<file path="src/design/tmr_pkg.sv">
package tmr_pkg;

	// Register byte addresses on the AXI4-Lite slave
	localparam logic [4:0] CTRL0_OFFSET     = 5'h00;
	localparam logic [4:0] CTRL1_OFFSET     = 5'h04;
	localparam logic [4:0] CNT_LOW_OFFSET   = 5'h08;
	localparam logic [4:0] CNT_HIGH_OFFSET  = 5'h0c;
	localparam logic [4:0] CMPA_LOW_OFFSET  = 5'h10;
	localparam logic [4:0] CMPA_HIGH_OFFSET = 5'h14;
	localparam logic [4:0] IRQ_STAT_OFFSET  = 5'h18;
	localparam logic [4:0] IRQ_MASK_OFFSET  = 5'h1c;

	// Control 0 field positions
	localparam int PAUSE_POS  = 7;
	localparam int CKSEL_POS  = 4;
	localparam int ENABLE_POS = 3;
	localparam int CMPP_POS   = 0;

	// Control 1 field positions
	localparam int MODE_POS   = 6;
	localparam int OUTFN_POS  = 4;
	localparam int INIT_POS   = 3;
	localparam int INV_POS    = 2;
	localparam int SWAP_POS   = 1;
	localparam int CLRSEL_POS = 0;

	// Status and mask bit positions
	localparam int FLAG_A_POS = 0;
	localparam int FLAG_P_POS = 1;

	// Widths and reset values
	localparam int CNT_WIDTH = 10;
	localparam logic [7:0] BYTE_RESET = 8'h00;
	localparam logic [9:0] CNT_RESET  = 10'h000;
	localparam logic [9:0] CNT_MAX    = 10'h3ff;

	// AXI responses
	localparam logic [1:0] RESP_OKAY   = 2'h0;
	localparam logic [1:0] RESP_SLVERR = 2'h2;

	// Operating modes
	typedef enum logic [1:0] {
		MODE_COMPARE = 2'b00,
		MODE_CAPTURE = 2'b01,
		MODE_PWM     = 2'b10,
		MODE_TIMER   = 2'b11
	} mode_type;

	// Output function selector in compare mode
	localparam logic [1:0] OUT_NOCHANGE = 2'b00;
	localparam logic [1:0] OUT_LOW      = 2'b01;
	localparam logic [1:0] OUT_HIGH     = 2'b10;
	localparam logic [1:0] OUT_TOGGLE   = 2'b11;

endpackage

</file>
<file path="src/design/tmr_counter_core.sv">
`timescale 1ns/100ps
`default_nettype none

module tmr_counter_core
	import tmr_pkg::*;
(
	// Clock and reset
	input  wire logic       clk_i,
	input  wire logic       nrst_i,
	// Control
	input  wire logic       tick_i,
	input  wire logic       enable_i,
	input  wire logic       enable_rise_i,
	input  wire logic       pause_i,
	input  wire logic       clear_i,
	// State
	output logic [9:0]      count_o
);

	// Counter: restart, clear on selected match, else count
	always_ff @(posedge clk_i) begin
		if (!nrst_i) begin
			count_o <= CNT_RESET;
		end else if (enable_rise_i) begin
			count_o <= CNT_RESET;
		end else if (enable_i && !pause_i && tick_i) begin
			if (clear_i)
				count_o <= CNT_RESET;
			else
				count_o <= count_o + 10'h001;
		end
	end

endmodule // tmr_counter_core

`default_nettype wire

</file>
<file path="src/design/tmr_regs_top.sv">
// Summary of operation
// - Compare mode pin starts at initial bit
// - PWM mode initial bit picks active level
// - Timer mode ignores initial and invert bits
// - Invert bit flips output pin level in compare and PWM modes
// - Swap bit exchanges period and duty comparators
// - Clear select one clears on match A
// - Clear select zero clears on P/overflow
// - Overflow clear only when compare-P zero
// - PWM and capture ignore clear select
// - Read-only counter low byte, resets zero
// - Counter high byte, bits 7-2 zero
// - Read/write compare-A low byte, resets zero
// - Compare-A high byte holds bits 9-8
// - Compare-P matches counter bits 9-7
// - Enable rising edge restarts counter, pin
// - Compare mode pin changes on A only
//
// The register addresses and register access over AXI4-Lite were decided locally.
`timescale 1ns/100ps
`default_nettype none

module tmr_regs_top
	import tmr_pkg::*;
(
	// Clock and reset
	input  wire logic        SYS_CLK_I,
	input  wire logic        NRST_I,
	// Selected timer clock event
	input  wire logic        TICK_I,
	// AXI4-Lite write address and data
	input  wire logic [4:0]  AWADDR_I,
	input  wire logic        AWVALID_I,
	output logic             AWREADY_O,
	input  wire logic [31:0] WDATA_I,
	input  wire logic [3:0]  WSTRB_I,
	input  wire logic        WVALID_I,
	output logic             WREADY_O,
	output logic [1:0]       BRESP_O,
	output logic             BVALID_O,
	input  wire logic        BREADY_I,
	// AXI4-Lite read
	input  wire logic [4:0]  ARADDR_I,
	input  wire logic        ARVALID_I,
	output logic             ARREADY_O,
	output logic [31:0]      RDATA_O,
	output logic [1:0]       RRESP_O,
	output logic             RVALID_O,
	input  wire logic        RREADY_I,
	// Timer output and interrupt
	output logic             TIMER_OUTPUT_PIN_O,
	output logic             IRQ_O
);

	// Software registers
	logic [7:0] ctrl0_reg;
	logic [7:0] ctrl1_reg;
	logic [9:0] compare_a_value_reg;
	logic [1:0] irq_stat_reg;
	logic [1:0] irq_mask_reg;
	logic       enable_d_reg;
	logic       pin_level_reg;
	// Bus state
	logic [4:0] awaddr_reg;
	logic [31:0] wdata_reg;
	logic       aw_held_reg;
	logic       w_held_reg;
	logic [9:0] count;

	// Field decode
	logic       timer_enable_bit;
	logic       pause_bit;
	logic [2:0] compare_p_value;
	mode_type   mode;
	logic [1:0] out_fn;
	logic       output_initial_level_bit;
	logic       output_invert_bit;
	logic       period_duty_swap_bit;
	logic       clear_source_select;

	assign timer_enable_bit = ctrl0_reg[ENABLE_POS];
	assign pause_bit        = ctrl0_reg[PAUSE_POS];
	assign compare_p_value  = ctrl0_reg[CMPP_POS +: 3];
	assign mode             = mode_type'(ctrl1_reg[MODE_POS +: 2]);
	assign out_fn           = ctrl1_reg[OUTFN_POS +: 2];
	assign output_initial_level_bit = ctrl1_reg[INIT_POS];
	assign output_invert_bit        = ctrl1_reg[INV_POS];
	assign period_duty_swap_bit     = ctrl1_reg[SWAP_POS];
	assign clear_source_select      = ctrl1_reg[CLRSEL_POS];

	// Comparators
	logic match_a;
	logic match_p;
	logic overflow;
	logic enable_rise;
	logic counting;
	logic clear_cnt;
	assign match_p  = (compare_p_value != 3'h0) &&
	                  (count[9:7] == compare_p_value) && (count[6:0] == 7'h00);
	assign match_a  = (count == compare_a_value_reg);
	assign overflow = (count == CNT_MAX);
	assign enable_rise = timer_enable_bit && !enable_d_reg;
	assign counting = timer_enable_bit && !pause_bit && TICK_I;

	// Clear source selection; period comparator is the one that clears
	always_comb begin
		clear_cnt = 1'b0;
		unique case (mode)
			MODE_PWM: begin
				if (period_duty_swap_bit)
					clear_cnt = match_a;
				else
					clear_cnt = (compare_p_value == 3'h0) ? overflow : match_p;
			end
			MODE_CAPTURE: clear_cnt = 1'b0;
			MODE_COMPARE, MODE_TIMER: begin
				if (clear_source_select)
					clear_cnt = match_a;
				else
					clear_cnt = (compare_p_value == 3'h0) ? overflow : match_p;
			end
		endcase
	end

	tmr_counter_core u_core (
		.clk_i         (SYS_CLK_I),
		.nrst_i        (NRST_I),
		.tick_i        (TICK_I),
		.enable_i      (timer_enable_bit),
		.enable_rise_i (enable_rise),
		.pause_i       (pause_bit),
		.clear_i       (clear_cnt),
		.count_o       (count)
	);

	// Enable edge history
	always_ff @(posedge SYS_CLK_I) begin
		if (!NRST_I)
			enable_d_reg <= 1'b0;
		else
			enable_d_reg <= timer_enable_bit;
	end

	// PWM active phase: duty against the non-period comparator
	logic       pwm_active;
	logic [9:0] duty_value;
	always_comb begin
		if (period_duty_swap_bit)
			duty_value = {compare_p_value, 7'h00};
		else
			duty_value = compare_a_value_reg;
		// Duty of zero for P means full 1024 count
		if (period_duty_swap_bit && compare_p_value == 3'h0)
			pwm_active = 1'b1;
		else
			pwm_active = (count < duty_value);
	end

	// Compare mode pin state, held until next A match or restart
	always_ff @(posedge SYS_CLK_I) begin
		if (!NRST_I) begin
			pin_level_reg <= 1'b0;
		end else if (enable_rise) begin
			pin_level_reg <= output_initial_level_bit;
		end else if (mode == MODE_COMPARE && counting && match_a) begin
			unique case (out_fn)
				OUT_NOCHANGE: pin_level_reg <= pin_level_reg;
				OUT_LOW:      pin_level_reg <= 1'b0;
				OUT_HIGH:     pin_level_reg <= 1'b1;
				OUT_TOGGLE:   pin_level_reg <= !pin_level_reg;
			endcase
		end
	end

	// Pin driver; timer mode parks pin low since it is unused
	always_ff @(posedge SYS_CLK_I) begin
		if (!NRST_I) begin
			TIMER_OUTPUT_PIN_O <= 1'b0;
		end else begin
			unique case (mode)
				MODE_TIMER, MODE_CAPTURE: TIMER_OUTPUT_PIN_O <= 1'b0;
				MODE_COMPARE:
					TIMER_OUTPUT_PIN_O <= pin_level_reg ^ output_invert_bit;
				MODE_PWM: begin
					unique case (out_fn)
						OUT_LOW: TIMER_OUTPUT_PIN_O <=
							output_initial_level_bit ^ output_invert_bit;
						OUT_NOCHANGE: TIMER_OUTPUT_PIN_O <=
							!output_initial_level_bit ^ output_invert_bit;
						default: TIMER_OUTPUT_PIN_O <= (pwm_active ?
							output_initial_level_bit :
							!output_initial_level_bit) ^ output_invert_bit;
					endcase
				end
			endcase
		end
	end

	// Write channel capture: address and data in either order
	logic do_write;
	assign do_write = aw_held_reg && w_held_reg && !BVALID_O;
	always_ff @(posedge SYS_CLK_I) begin
		if (!NRST_I) begin
			aw_held_reg <= 1'b0;
			w_held_reg  <= 1'b0;
			awaddr_reg  <= 5'h00;
			wdata_reg   <= 32'h0000_0000;
			BVALID_O    <= 1'b0;
			BRESP_O     <= RESP_OKAY;
			AWREADY_O   <= 1'b1;
			WREADY_O    <= 1'b1;
		end else begin
			if (AWVALID_I && AWREADY_O) begin
				aw_held_reg <= 1'b1;
				awaddr_reg  <= AWADDR_I;
				AWREADY_O   <= 1'b0;
			end
			if (WVALID_I && WREADY_O) begin
				w_held_reg <= 1'b1;
				wdata_reg  <= WSTRB_I[0] ? WDATA_I : 32'h0000_0000;
				WREADY_O   <= 1'b0;
			end
			if (do_write) begin
				aw_held_reg <= 1'b0;
				w_held_reg  <= 1'b0;
				BVALID_O    <= 1'b1;
				BRESP_O     <= (awaddr_reg > IRQ_MASK_OFFSET ||
				                awaddr_reg[1:0] != 2'h0) ? RESP_SLVERR : RESP_OKAY;
			end else if (BVALID_O && BREADY_I) begin
				// Both channels reopen only once the answer is taken
				BVALID_O  <= 1'b0;
				AWREADY_O <= 1'b1;
				WREADY_O  <= 1'b1;
			end
		end
	end

	// Register writes; a write without lane 0 is dropped
	logic wr_en;
	logic wstrb0_reg;
	assign wr_en = do_write && wstrb0_reg;
	always_ff @(posedge SYS_CLK_I) begin
		if (!NRST_I)
			wstrb0_reg <= 1'b0;
		else if (WVALID_I && WREADY_O)
			wstrb0_reg <= WSTRB_I[0];
	end

	always_ff @(posedge SYS_CLK_I) begin
		if (!NRST_I) begin
			ctrl0_reg <= BYTE_RESET;
			ctrl1_reg <= BYTE_RESET;
			compare_a_value_reg <= CNT_RESET;
			irq_mask_reg <= 2'h0;
		end else if (wr_en) begin
			unique case (awaddr_reg)
				CTRL0_OFFSET: ctrl0_reg <= wdata_reg[7:0];
				CTRL1_OFFSET: ctrl1_reg <= wdata_reg[7:0];
				CMPA_LOW_OFFSET: compare_a_value_reg[7:0] <= wdata_reg[7:0];
				CMPA_HIGH_OFFSET: compare_a_value_reg[9:8] <= wdata_reg[1:0];
				IRQ_MASK_OFFSET: irq_mask_reg <= wdata_reg[1:0];
				default: ;
			endcase
		end
	end

	// Sticky flags; a new event wins over a write-one clear
	logic set_a;
	logic set_p;
	assign set_a = counting && match_a;
	assign set_p = counting && match_p && !(clear_source_select &&
	               (mode == MODE_COMPARE || mode == MODE_TIMER));
	always_ff @(posedge SYS_CLK_I) begin
		if (!NRST_I) begin
			irq_stat_reg <= 2'h0;
		end else begin
			irq_stat_reg <= (irq_stat_reg & ~((wr_en &&
			    awaddr_reg == IRQ_STAT_OFFSET) ? wdata_reg[1:0] : 2'h0))
			    | {set_p, set_a};
		end
	end

	// Interrupt level output
	always_ff @(posedge SYS_CLK_I) begin
		if (!NRST_I)
			IRQ_O <= 1'b0;
		else
			IRQ_O <= |(irq_stat_reg & irq_mask_reg);
	end

	// Read channel: one cycle after address, held until taken
	always_ff @(posedge SYS_CLK_I) begin
		if (!NRST_I) begin
			RVALID_O  <= 1'b0;
			RDATA_O   <= 32'h0000_0000;
			RRESP_O   <= RESP_OKAY;
			ARREADY_O <= 1'b1;
		end else if (ARVALID_I && ARREADY_O) begin
			RVALID_O  <= 1'b1;
			ARREADY_O <= 1'b0;
			RRESP_O  <= RESP_OKAY;
			unique case (ARADDR_I)
				CTRL0_OFFSET: RDATA_O <= {24'h0, ctrl0_reg};
				CTRL1_OFFSET: RDATA_O <= {24'h0, ctrl1_reg};
				CNT_LOW_OFFSET: RDATA_O <= {24'h0, count[7:0]};
				CNT_HIGH_OFFSET: RDATA_O <= {30'h0, count[9:8]};
				CMPA_LOW_OFFSET: RDATA_O <= {24'h0, compare_a_value_reg[7:0]};
				CMPA_HIGH_OFFSET: RDATA_O <= {30'h0, compare_a_value_reg[9:8]};
				IRQ_STAT_OFFSET: RDATA_O <= {30'h0, irq_stat_reg};
				IRQ_MASK_OFFSET: RDATA_O <= {30'h0, irq_mask_reg};
				default: begin
					RDATA_O <= 32'h0000_0000;
					RRESP_O <= RESP_SLVERR;
				end
			endcase
		end else if (RVALID_O && RREADY_I) begin
			RVALID_O  <= 1'b0;
			ARREADY_O <= 1'b1;
		end
	end

endmodule // tmr_regs_top

`default_nettype wire

</file>
<file path="config.mk">
export PLATFORM = sky130hd
export DESIGN_NAME = tmr_regs_top
export DESIGN_NICKNAME = d
export VERILOG_FILES = /design/src/design/tmr_pkg.sv /design/src/design/tmr_counter_core.sv /design/src/design/tmr_regs_top.sv
export SDC_FILE = /design/constraint.sdc
export NUM_CORES = 1
export LEC_CHECK = 0
export BUFFER_PORTS_ARGS = -buffer_cell sky130_fd_sc_hd__buf_4
export CAP_MARGIN = 20
export CORE_ASPECT_RATIO = 0.8
export CORE_MARGIN = 2
export CORE_UTILIZATION = 49
export CTS_CLUSTER_DIAMETER = 150
export CTS_CLUSTER_SIZE = 24
export DETAILED_ROUTE_END_ITERATION = 16
export PLACE_DENSITY_LB_ADDON = 0.2
export REMOVE_ABC_BUFFERS = 1
export SLEW_MARGIN = 20
export SYNTH_ARGS = -nofsm -noshare
export SYNTH_HDL_FRONTEND = slang
export SYNTH_SLANG_ARGS = --single-unit
</file>
<file path="constraint.sdc">
create_clock -name SYS_CLK_I -period 2.2 [get_ports SYS_CLK_I]
set_clock_uncertainty 0.05 [all_clocks]
set_input_delay 0.33 -clock SYS_CLK_I [delete_from_list [all_inputs] [get_ports SYS_CLK_I]]
set_output_delay 0.33 -clock SYS_CLK_I [all_outputs]
set_load 0.02 [all_outputs]
</file>
After elaboration in Yosys (flattened, before gate mapping):

Cells that the tools add are included.

* input port bits: 54
* bits in registers: 101
* word-level logic and storage cells: 140
* output and inout bits: 43

* reductions and logical operators: 52
* bitwise operators: 9
* $lt $le $gt $ge: 2
* multiplexer cells: 30
* equality and inequality tests: 22
* add/sub/neg operators: 1

Operator list (number)
* one-hot mux 8 bit (8 select lines): 1
* equality test 5 bit (second input constant): 8
* logical AND 1 bit: 21
* 2-to-1 mux 10 bit: 2
* 2-to-1 mux 1 bit: 19
* AND reduction 2 bit: 6
* adder 10 x 1 -> 10 bit (second input constant): 1
* equality test 10 bit: 1
* equality test 10 bit (second input constant): 1
* equality test 5 x 3 -> 1 bit (second input constant): 2
* equality test 5 x 4 -> 1 bit (second input constant): 2
* zero test 5 bit: 2
* < comparator 10 bit: 1
* OR reduction 2 bit: 5
* one-hot mux 1 bit (3 select lines): 3
* equality test 2 bit (second input constant): 4
* 2-to-1 mux 8 bit: 1
* nonzero test 2 bit: 4
* OR reduction 8 bit: 1
* zero test 7 bit: 1
* zero test 1 bit: 6
* 2-to-1 mux 2 bit: 3
* > comparator 5 bit (second input constant): 1
* AND 2 bit: 2
* other kinds (12): 18

Longest topological paths before layout:

Gate-level depths: netlist of run 1.

* word-level depth: 8
* mapped depth: 9
* gate-level depth less buffers: 8

Modules after synthesis:

Synthesis of run 1 repeated with hierarchy kept, for this count alone.

* cells, all modules: 471
* area total of the unflattened synthesis: 4080.2 µm²

Modules (own cells, without submodules)
* tmr_regs_top: instances 1, cells an instance 418, area each 3585.9 µm², seq. area each 1301.2 µm²
* tmr_counter_core: instances 1, cells an instance 53, area each 494.2 µm², seq. area each 200.2 µm²

Worst setup path before layout of run 1:

Ideal clock, no wire load.

* path type: reg2reg
* from: reg ctrl1_reg[1]
* to: reg TIMER_OUTPUT_PIN_O
* required time: 2015 ps
* clock period less this slack: 2063 ps
* buffers on the path: 1
* setup time: 135 ps
* setup slack: 137 ps
* arrival: 1878 ps
* stages on the path, launching flop included: 10
* path through: dfxtp_1 buf_2 inv_1 nand2_1 ha_1 a211oi_1 o21bai_1 o2111a_1 o311ai_0 o22ai_1

* cells in the longest elaborated chain, start to end: 7
* elaborated cells between the ends (all ways): 8
* those cells by class: order compare: 1; mux: 5; bitwise: 1; reduce/logical: 1

Ends and longest elaborated chain
* start, declared: RTL line tmr_regs_top.sv:57 `logic [7:0] ctrl1_reg;`
* start signal, assigned: RTL line tmr_regs_top.sv:258 `CTRL1_OFFSET: ctrl1_reg <= wdata_reg[7:0];`
* 2-to-1 mux 10 bit: RTL line tmr_regs_top.sv:148 `if (period_duty_swap_bit)`
* < comparator 10 bit: RTL line tmr_regs_top.sv:156 `pwm_active = (count < duty_value);`
* 2-to-1 mux 1 bit *: RTL line tmr_regs_top.sv:153 `if (period_duty_swap_bit && compare_p_value == 3'h0)`
* 2-to-1 mux 1 bit *: RTL line tmr_regs_top.sv:190 `default: TIMER_OUTPUT_PIN_O <= (pwm_active ?`
* XOR 1 bit *: RTL line tmr_regs_top.sv:192 `!output_initial_level_bit) ^ output_invert_bit;`
* one-hot mux 1 bit (2 select lines) *: RTL line tmr_regs_top.sv:185 `unique case (out_fn)`
* one-hot mux 1 bit (3 select lines) *: RTL line tmr_regs_top.sv:180 `unique case (mode)`
* end signal, assigned: RTL line tmr_regs_top.sv:183 `TIMER_OUTPUT_PIN_O <= pin_level_reg ^ output_invert_bit;`
* end signal, assigned: RTL line tmr_regs_top.sv:186 `OUT_LOW: TIMER_OUTPUT_PIN_O <=`
* end signal, assigned: RTL line tmr_regs_top.sv:190
* end, declared: RTL line tmr_regs_top.sv:51 `output logic TIMER_OUTPUT_PIN_O,`

Every way passes the cells marked *; elsewhere a longest branch is shown, timed or not.
A chain may end at the register's enable or synchronous reset.

Worst setup path in the final report of run 1:

Ends and elaborated chain as after synthesis.

==> summary by stage, run 1 <==
Run status
The flow ran to the end, and the final reports show no timing, DRC or antenna violations.

Cells and area
The number of antenna diodes in the final layout is 0. In the layout the commonest cells are sky130_fd_sc_hd__dfxtp_1 (74), sky130_fd_sc_hd__buf_4 (61), sky130_fd_sc_hd__mux2i_1 (39). In the final design database the tool counted between 500 and 600 nets. Compared with the post-synthesis result, the final layout area differs by 13.5%. Leaving out fill and tap cells, the most frequent cell in the layout is sky130_fd_sc_hd__dfxtp_1. The area of all placed cells without fillers is ~0.0047 mm². The fraction of final layout cells with drive strength greater than 1 is around 17%. The count of cells in the finished layout, fillers not included, comes to slightly above 600.

Route
The final route contains between 3000 and 4000 vias. The detailed-routing iteration count for the pre-antenna-repair pass is 4. After detailed routing, the number of remaining DRC violations is 0. After detailed routing, the number of vias per cell comes to ~5.5. The number of antenna-violating nets in the routed design is 0. The average wire per standard cell is ~16 µm.

The first-iteration detailed-routing DRC count is between 150 and 200. The final routed wirelength across all metal layers is slightly below 10 mm.

Synth
The count of mapped cells out of synthesis is ~460. The share of synthesized cell area in and, or, nand and nor gates is around a fifth. The dominant combinational cell family by area after synthesis is simple AND/OR/NAND/NOR gates. The xor and xnor area share after synthesis is about 4.4%. The synthesized netlist occupies a cell area of 0.00417 mm². Counting distinct cell types in the post-synthesis netlist gives 54.

A synthesized cell averages between 9 and 10 µm². Summed over its instances, the top area cell type makes up between 30 and 40% of the synthesized netlist area. For this run, the leading register cell type out of synthesis is sky130_fd_sc_hd__dfxtp_1. Counting flops with an async set or reset pin after synthesis yields a share of 0%.

By area the synthesized netlist is led by sky130_fd_sc_hd__dfxtp_1 (36%), sky130_fd_sc_hd__mux2i_1 (9.4%), sky130_fd_sc_hd__nor2b_1 (4.9%), sky130_fd_sc_hd__buf_4 (4.7%), sky130_fd_sc_hd__ha_1 (3.9%). The multiplexer share of the synthesized area is a little over a tenth. The share of the synthesized area in compound gates (AO/OA/AOI/OAI) is 16.2%. During synthesis, Yosys emitted a total of 0 warnings. The post-synthesis register bit count is 75. The largest total area in the synthesized netlist belongs to sky130_fd_sc_hd__dfxtp_1.

The proportion of synthesized chip area in sequential cells is 36.0%. After Yosys synthesis, full adders, half adders and majority gates account for 3.90% of the synthesized area. In this run, synthesis inferred 0 flip-flops with an integrated enable.

GRT
The first-pass GRT wire length is 15.8 mm. The number of antenna violations at the first check in global routing is 0. The global routing usage summed across all routing layers is a little over a fifth. The maximum number of pins on one net before global-route repair is 45.

The total congestion overflow is 0. The via count of the first global-routing pass came to 3132.

Die
The row count is 30. For this design the top-level I/O count stands at between 90 and 100. The floorplan die width is about 110 µm. The core outline area is ~0.0084 mm².

The initial utilization of the core area, before any placement, comes to 49.9%. The floorplan die area is around 0.0093 mm². From bottom edge to top edge, the die measures approximately 87 µm.

Timing
Hold timing on the final database bottoms out at a slack of 0.135 ns. Setup repair after global routing left no endpoint under its margin. Headroom to the max-slew limit came out at between 60% and 70%. The count of endpoints failing hold in the final timing report is 0.

The worst setup slack after layout is approximately 0.22 ns. The clock period could shrink to just under 2 ns. The max-slew violation total from the final report was 0. Based on the critical path, the design can be clocked at up to 506 MHz.

After layout, the worst path uses around nine tenths of the clock period. The worst-margin pin slew is 0.517 ns. Setup violations remaining at the end of the flow were counted as 0.

Flow run
Max-cap violations in this run came to 0.

Clocking
The maximum buffer depth of the clock tree is 2. For the worst-skew pair, the clock arrives at the later sink with an insertion delay of about 0.35 ns. The clock drives 75 sinks. TritonCTS created 9 clock buffers. The clock root buffer is sky130_fd_sc_hd__clkbuf_8.

The H-tree was split into 3 levels. The CTS tree is yes. After clock tree synthesis, the clock-pin slew on the worst setup and hold paths is approximately 0.070 ns.

Place
Before CTS, the worst setup slack after placement is ~0.016 ns. Detailed placement finished with a half-perimeter wire length of a little over 7 mm. During placement, the flow inserted port buffers numbering 43. Counting tap cells, the placed design contains a total of ~600 instances. Routability-driven placement finished with a final weighted congestion of 0.888.

The placed instances occupy a cell area of between 0.004 and 0.005 mm².

Worst hold path
The class of the tightest hold or removal check is primary input to flip-flop.

Pwr
The power density over cell area is 578 mW/mm². The worst-case IR drop observed on VDD is slightly above 0.3 mV. The static leakage power is around 1.9 nW.

Worst setup path
The endpoint required time on the critical path is between 2 and 2.5 ns. Along the worst path, the maximum fanout reaches 6. The kind of capture point of the worst setup path is a flip-flop. The critical path is of the flip-flop to flip-flop type. The startpoint kind of the worst setup timing path is a flip-flop. At the worst endpoint, the arrival time is 2.15 ns.
timing repair:
action / CTS / global route
gates resized for setup: 0 / 4
buffers inserted: 0 / 0
endpoints found under the setup margin: 0 / 1
hold buffers: 0 / 0
endpoints found under the hold margin: 0 / 0
metal layers:
layer / vias up / wire (µm) / track usage, %
li1: 1665 / - / -
met1: 1613 / 4670 / 30.6
met2: 101 / 4350 / 33.4
met3: 8 / 660 / 5.64
met4: 0 / 69 / 6.85
met5: - / 0 / 0
cell usage after synthesis, types with 7 or more instances:
cell type,n
sky130_fd_sc_hd__inv_1,11
sky130_fd_sc_hd__buf_2,7
sky130_fd_sc_hd__mux2i_1,39
sky130_fd_sc_hd__nor2b_1,33
sky130_fd_sc_hd__buf_4,26
sky130_fd_sc_hd__ha_1,13
sky130_fd_sc_hd__nand4_1,7
sky130_fd_sc_hd__o211ai_1,7
sky130_fd_sc_hd__o211a_1,7
sky130_fd_sc_hd__a21oi_1,9
sky130_fd_sc_hd__nand3_1,17
sky130_fd_sc_hd__xnor2_1,16
sky130_fd_sc_hd__a21boi_0,18
sky130_fd_sc_hd__dfxtp_1,75
sky130_fd_sc_hd__nand2_1,37
sky130_fd_sc_hd__o21ai_0,8
sky130_fd_sc_hd__a211oi_1,11
sky130_fd_sc_hd__a22oi_1,9
sky130_fd_sc_hd__clkbuf_1,21
sky130_fd_sc_hd__nor2_1,15
layout make-up:
| class | instances | area, µm² |
|---|---|---|
| tap | 112 | 140 |
| clock buffer | 12 | 145 |
| clock inverter | 4 | 50.0 |
| sequential | 75 | 1500 |
| multi-input combinational | 343 | 2400 |
| timing repair buffer | 61 | 458 |
| inverter | 11 | 41.3 |
| fill | 743 | 3630 |
cells by family after synthesis:
logic type	count (synthesis)
AND/OR/NAND/NOR	150
AO/OA/AOI/OAI	91
flip-flops	75
buffers and inverters	68
multiplexers	42
XOR/XNOR	21
adder cells (fa/ha/maj)	13
other	1
worst max-delay path, cell delays in order (launching register included):
cell and delay (ns):
sky130_fd_sc_hd__dfxtp_2 0.37, sky130_fd_sc_hd__inv_2 0.11, sky130_fd_sc_hd__nand2_1 0.06, sky130_fd_sc_hd__ha_1 0.28
sky130_fd_sc_hd__a211oi_1 0.20, sky130_fd_sc_hd__o21bai_1 0.13, sky130_fd_sc_hd__o2111a_1 0.26, sky130_fd_sc_hd__o311ai_1 0.27
sky130_fd_sc_hd__o22ai_1 0.12
metrics by stage:
stage               power [mW]  util (%)  TNS (ns)
finish                    2.74      56.6         0
CTS                       2.76      56.6         0
floorplan                 1.59         -     -3.28
detailed placement        1.70      54.3         0
global placement          1.70      54.3         0
global route              2.84      56.6         0
power breakdown:
group	switching [mW]	internal, mW
clock	0.510	0.554
sequential	0.0314	1.39
combinational	0.155	0.0997
worst paths after layout:
check | depth (start not counted) | slack (ns) | to | start
worst max register to register | 8 | 0.22 | TIMER_OUTPUT_PIN_O | ctrl1_reg[1]
worst max-delay path | 8 | 0.22 | TIMER_OUTPUT_PIN_O | ctrl1_reg[1]
worst min register to register | 2 | 0.42 | awaddr_reg[1] | awaddr_reg[1]
worst min-delay path | 2 | 0.14 | WREADY_O | WVALID_I
Power figures use the tool's default switching activity.
==> run 2: changes to the inputs <==
--- a/config.mk
+++ b/config.mk
@@ -5,6 +5,7 @@
 export SDC_FILE = /design/constraint.sdc
 export NUM_CORES = 1
 export LEC_CHECK = 0
+export ABC_AREA = 1
 export BUFFER_PORTS_ARGS = -buffer_cell sky130_fd_sc_hd__buf_4
 export CAP_MARGIN = 20
 export CORE_ASPECT_RATIO = 0.8
==> run 2 against run 1 <==
First-iteration DRC count is 39% higher. Sequential cell count stayed put. Register-to-register slack worse by 0.05 ns. Clock power is 16% higher. Sequential power hardly changed. Sequential share of layout area is 0.78 points higher. Synthesized cell count is 21% higher. Final area is 2.2% lower.
==> summary by stage, run 2 <==
Run status
The run finished with clean final reports.

Synth
Counting instances in the post-synthesis netlist gives the leading cell types as sky130_fd_sc_hd__nand2_1 (111), sky130_fd_sc_hd__dfxtp_1 (75), sky130_fd_sc_hd__inv_1 (65). The average footprint of a synthesized cell is 7.13 µm² (-21%). For this run, the leading register cell type out of synthesis is sky130_fd_sc_hd__dfxtp_1. The count of yosys warnings during synthesis came to 0 (unchanged). The share of the synthesized area in the top cell type is 37.6% (+1.6 points). The most repeated cell in the gate-level netlist after synthesis is sky130_fd_sc_hd__nand2_1. The number of distinct standard cells referenced by the synthesized netlist is 38 (-30%). By area the synthesized netlist is led by sky130_fd_sc_hd__dfxtp_1 (38%), sky130_fd_sc_hd__nand2_1 (10%), sky130_fd_sc_hd__a21oi_1 (6.5%), sky130_fd_sc_hd__o21ai_0 (6.4%), sky130_fd_sc_hd__inv_1 (6.1%). The number of flops mapped to enable cells by yosys is 0 (unchanged). The post-synthesis register bit count is 75 (unchanged). The synthesized area is 0.00400 mm² (-4.3%).

The proportion of synthesized chip area in sequential cells is 37.6% (+1.6 points). The count of mapped cells out of synthesis is 560 (+21%). The proportion of register bits with asynchronous set or reset after synthesis is 0% (unchanged). The post-synthesis cell type with the largest combined area is sky130_fd_sc_hd__dfxtp_1.

Timing
The max-slew violation total from the final report came to 0 (unchanged). The count of endpoints failing hold in the final timing report was 0 (unchanged). The worst hold margin is 0.115 ns (-0.0207 ns).

The upper clock frequency limit is 493 MHz (-2.5%). The final period utilization is 92.2% (+2.3 points). The final period demand of the worst path is 2.03 ns (+0.0504 ns). Setup repair after global routing left no endpoint under its margin. The setup violation total in the final timing report is 0 (unchanged). The setup total negative slack was 0 ns (unchanged).

Place
The final weighted congestion in routability-driven placement is 0.940 (+5.8%). The half-perimeter wire length of the detailed placement result is 7.89 mm (+8.4%). The number of cells in the design after placement is 710 (+18%).

The count of port buffers added during placement is 43 (unchanged). The post-detailed-placement cell area is 0.00439 mm² (-3.4%).

Cells and area
Relative to the synthesized area, the layout overhead comes to 15.9%. The post-layout net count is 680 (+20%). The area of all placed cells without fillers is 0.00463 mm² (-2.2%). The fraction of final layout cells with drive strength greater than 1 is 16.2% (-0.62 points). The top cell types in the final layout, fill and taps aside, are sky130_fd_sc_hd__nand2_1 (110), sky130_fd_sc_hd__dfxtp_1 (72), sky130_fd_sc_hd__inv_1 (65). The layout filler cell count was 769 (+3.5%). The number of diodes is 0 (unchanged). The final standard cell count with taps included and fillers excluded is 726 (+17%).

The most common cell after layout, fill and taps aside is sky130_fd_sc_hd__nand2_1. The post-layout utilization of the core came to 58.6% (+2.0 points).

Clocking
The number of H-tree branching levels is 3 (unchanged). The clock transition time at the flip-flop clock pins of the worst setup and hold paths is 0.09 ns (+0.02 ns). The latest clock arrival within the worst-skew pair is 0.35 ns (about the same). The CTS sink count was 75 (unchanged).

The clock root buffer is sky130_fd_sc_hd__clkbuf_8. The clock buffer count from CTS came to 9 (unchanged). The CTS tree is yes.

The maximum buffer depth of the clock tree is 2 (unchanged). The post-cts hold buffer count is 0 (unchanged).

Worst setup path
The kind of capture point of the worst setup path is a flip-flop. The highest fanout seen on the critical path is 9 (+3). The critical path start-end classification is flip-flop to flip-flop. The worst setup path is launched from a flip-flop. The data arrival time of the worst path is 2.27 ns (+0.12 ns). The endpoint required time on the critical path was 2.44 ns (+0.06 ns).

Die
The floorplan die area is 0.00890 mm² (-4.1%). The number of ports placed on the die boundary is 97 (unchanged). The die span in y came to 84.8 µm (-2.1%).

The starting utilization of the core area is 50.5% (+0.64 points). The core outline area is 0.00791 mm² (-5.5%). The floorplan die width is 105 µm (-2.1%). The row count came to 29 (-3.3%).

Pwr
The static leakage power was 2.04 nW (+5.6%). The power density over cell area was 621 mW/mm² (+7.4%). The maximum vdd drop is 0.380 mV (+23%).

Route
The number of antenna-violating nets in the routed design came to 0 (unchanged). The via density per instance is 5.15 (-6.1%). The average wire per standard cell came to 14.1 µm (-11%). The total DRC errors in the routed layout is 0 (unchanged). The final routed wirelength across all metal layers is 10.2 mm (+4.8%). The first-iteration detailed-routing DRC count was 244 (+39%). The vias after detailed routing was 3737 (+10%). The detailed-routing iteration count for the pre-antenna-repair pass was 5 (+1).

GRT
The first-pass GRT wire length is 16.9 mm (+6.7%). The number of antenna violations at the first check in global routing is 0 (unchanged). The maximum number of pins on one net before global-route repair came to 25 (-44%).

The global routing usage summed across all routing layers is 24.0% (+2.1 points). The total congestion overflow is 0 (unchanged). The via count of the first global-routing pass came to 3421 (+9.2%).

Worst hold path
The path class of the tightest hold or removal check is primary input to flip-flop.

Flow run
The max-cap violation count is 0 (unchanged).
-- run 2: cell types whose count changed after synthesis, sizes merged, moves of 7 or more --
cell,previous run,this run
nand2,37,115
inv,11,72
nor2,15,65
o21ai,8,52
a21oi,9,52
mux2i,39,0
nor2b,33,0
a21boi,18,0
clkbuf,23,7
a211oi,11,0
xnor2,16,5
a22oi,9,0
o2111ai,0,8
o211a,7,0
-- run 2: metal layers --
metal / share of wire (%) / global-route usage, % / up-vias
li1: - / - / 1884
met1: 46 / 33.7 / 1712
met2: 45 / 37.2 / 126
met3: 7.4 / 5.36 / 15
met4: 1.6 / 6.91 / 0
met5: 0 / 0 / -
-- run 2: through the flow --
| step | total power, mW | setup slack (ns) |
|---|---|---|
| 2_1_floorplan | 1.58 | 0.493 |
| 3_3_place_gp | 1.67 | 0.119 |
| 3_5_place_dp | 1.68 | 0.0211 |
| 4_1_cts | 2.89 | 0.0798 |
| 5_1_grt | 2.99 | 0.0560 |
| 6_report | 2.88 | 0.171 |
-- run 2: area by class of cell --
cell class | instances | area, µm² | share of cell area, %
well taps | 108 | 135 | 2.92
clock buffers | 10 | 138 | 2.97
repair buffers | 55 | 413 | 8.91
multi-input cells | 399 | 2070 | 44.8
inverters | 73 | 274 | 5.92
clock inverters | 6 | 93.8 | 2.03
flip-flops and latches | 75 | 1510 | 32.5
-- run 2: what timing repair did --
action | in CTS | in global routing
buffers inserted | 0 | 0
cloned | 0 | 0
pin swaps | 0 | 1
setup endpoints to repair | 1 | 1
resized for setup | 1 | 4
-- run 2: worst paths after layout --
kind,start,end,slack (ns),cells after the start
worst max-delay path,ctrl1_reg[1],TIMER_OUTPUT_PIN_O,0.17,14
worst min-delay path,AWVALID_I,AWREADY_O,0.11,2
worst max register to register,ctrl1_reg[1],TIMER_OUTPUT_PIN_O,0.17,14
worst min register to register,irq_mask_reg[1],IRQ_O,0.41,2
-- run 2: critical path, stage by stage, from the launching register on --
cell                      delay, ns
sky130_fd_sc_hd__dfxtp_2       0.43
sky130_fd_sc_hd__o21ai_0       0.17
sky130_fd_sc_hd__ha_1          0.34
sky130_fd_sc_hd__nand2_1       0.06
sky130_fd_sc_hd__inv_1         0.05
sky130_fd_sc_hd__nand2_1       0.06
sky130_fd_sc_hd__nor2_1        0.13
sky130_fd_sc_hd__nand2_1       0.08
sky130_fd_sc_hd__nand3_2       0.09
sky130_fd_sc_hd__nand2_2       0.09
sky130_fd_sc_hd__nand2_1       0.09
sky130_fd_sc_hd__nand2_1       0.06
sky130_fd_sc_hd__nand3_1       0.07
sky130_fd_sc_hd__nand3_1       0.07
sky130_fd_sc_hd__a21oi_1       0.14
-- run 2: kinds of logic (layout without fill, tap and decap cells) --
family	after synthesis	in the layout	share of synthesized area [%]
compound gates	122	122	16.5
simple gates	222	222	25.1
xor+xnor	16	16	3.51
other cells	1	26	0.0939
buf+inv	111	144	13.1
fa+ha+maj	13	13	4.07
flops	75	75	37.6
-- run 2: where the power goes --
| group | internal, mW | total (mW) | switching [mW] |
|---|---|---|---|
| combinational | 0.0791 | 0.237 | 0.157 |
| sequential | 1.38 | 1.41 | 0.0252 |
| clock | 0.682 | 1.23 | 0.548 |
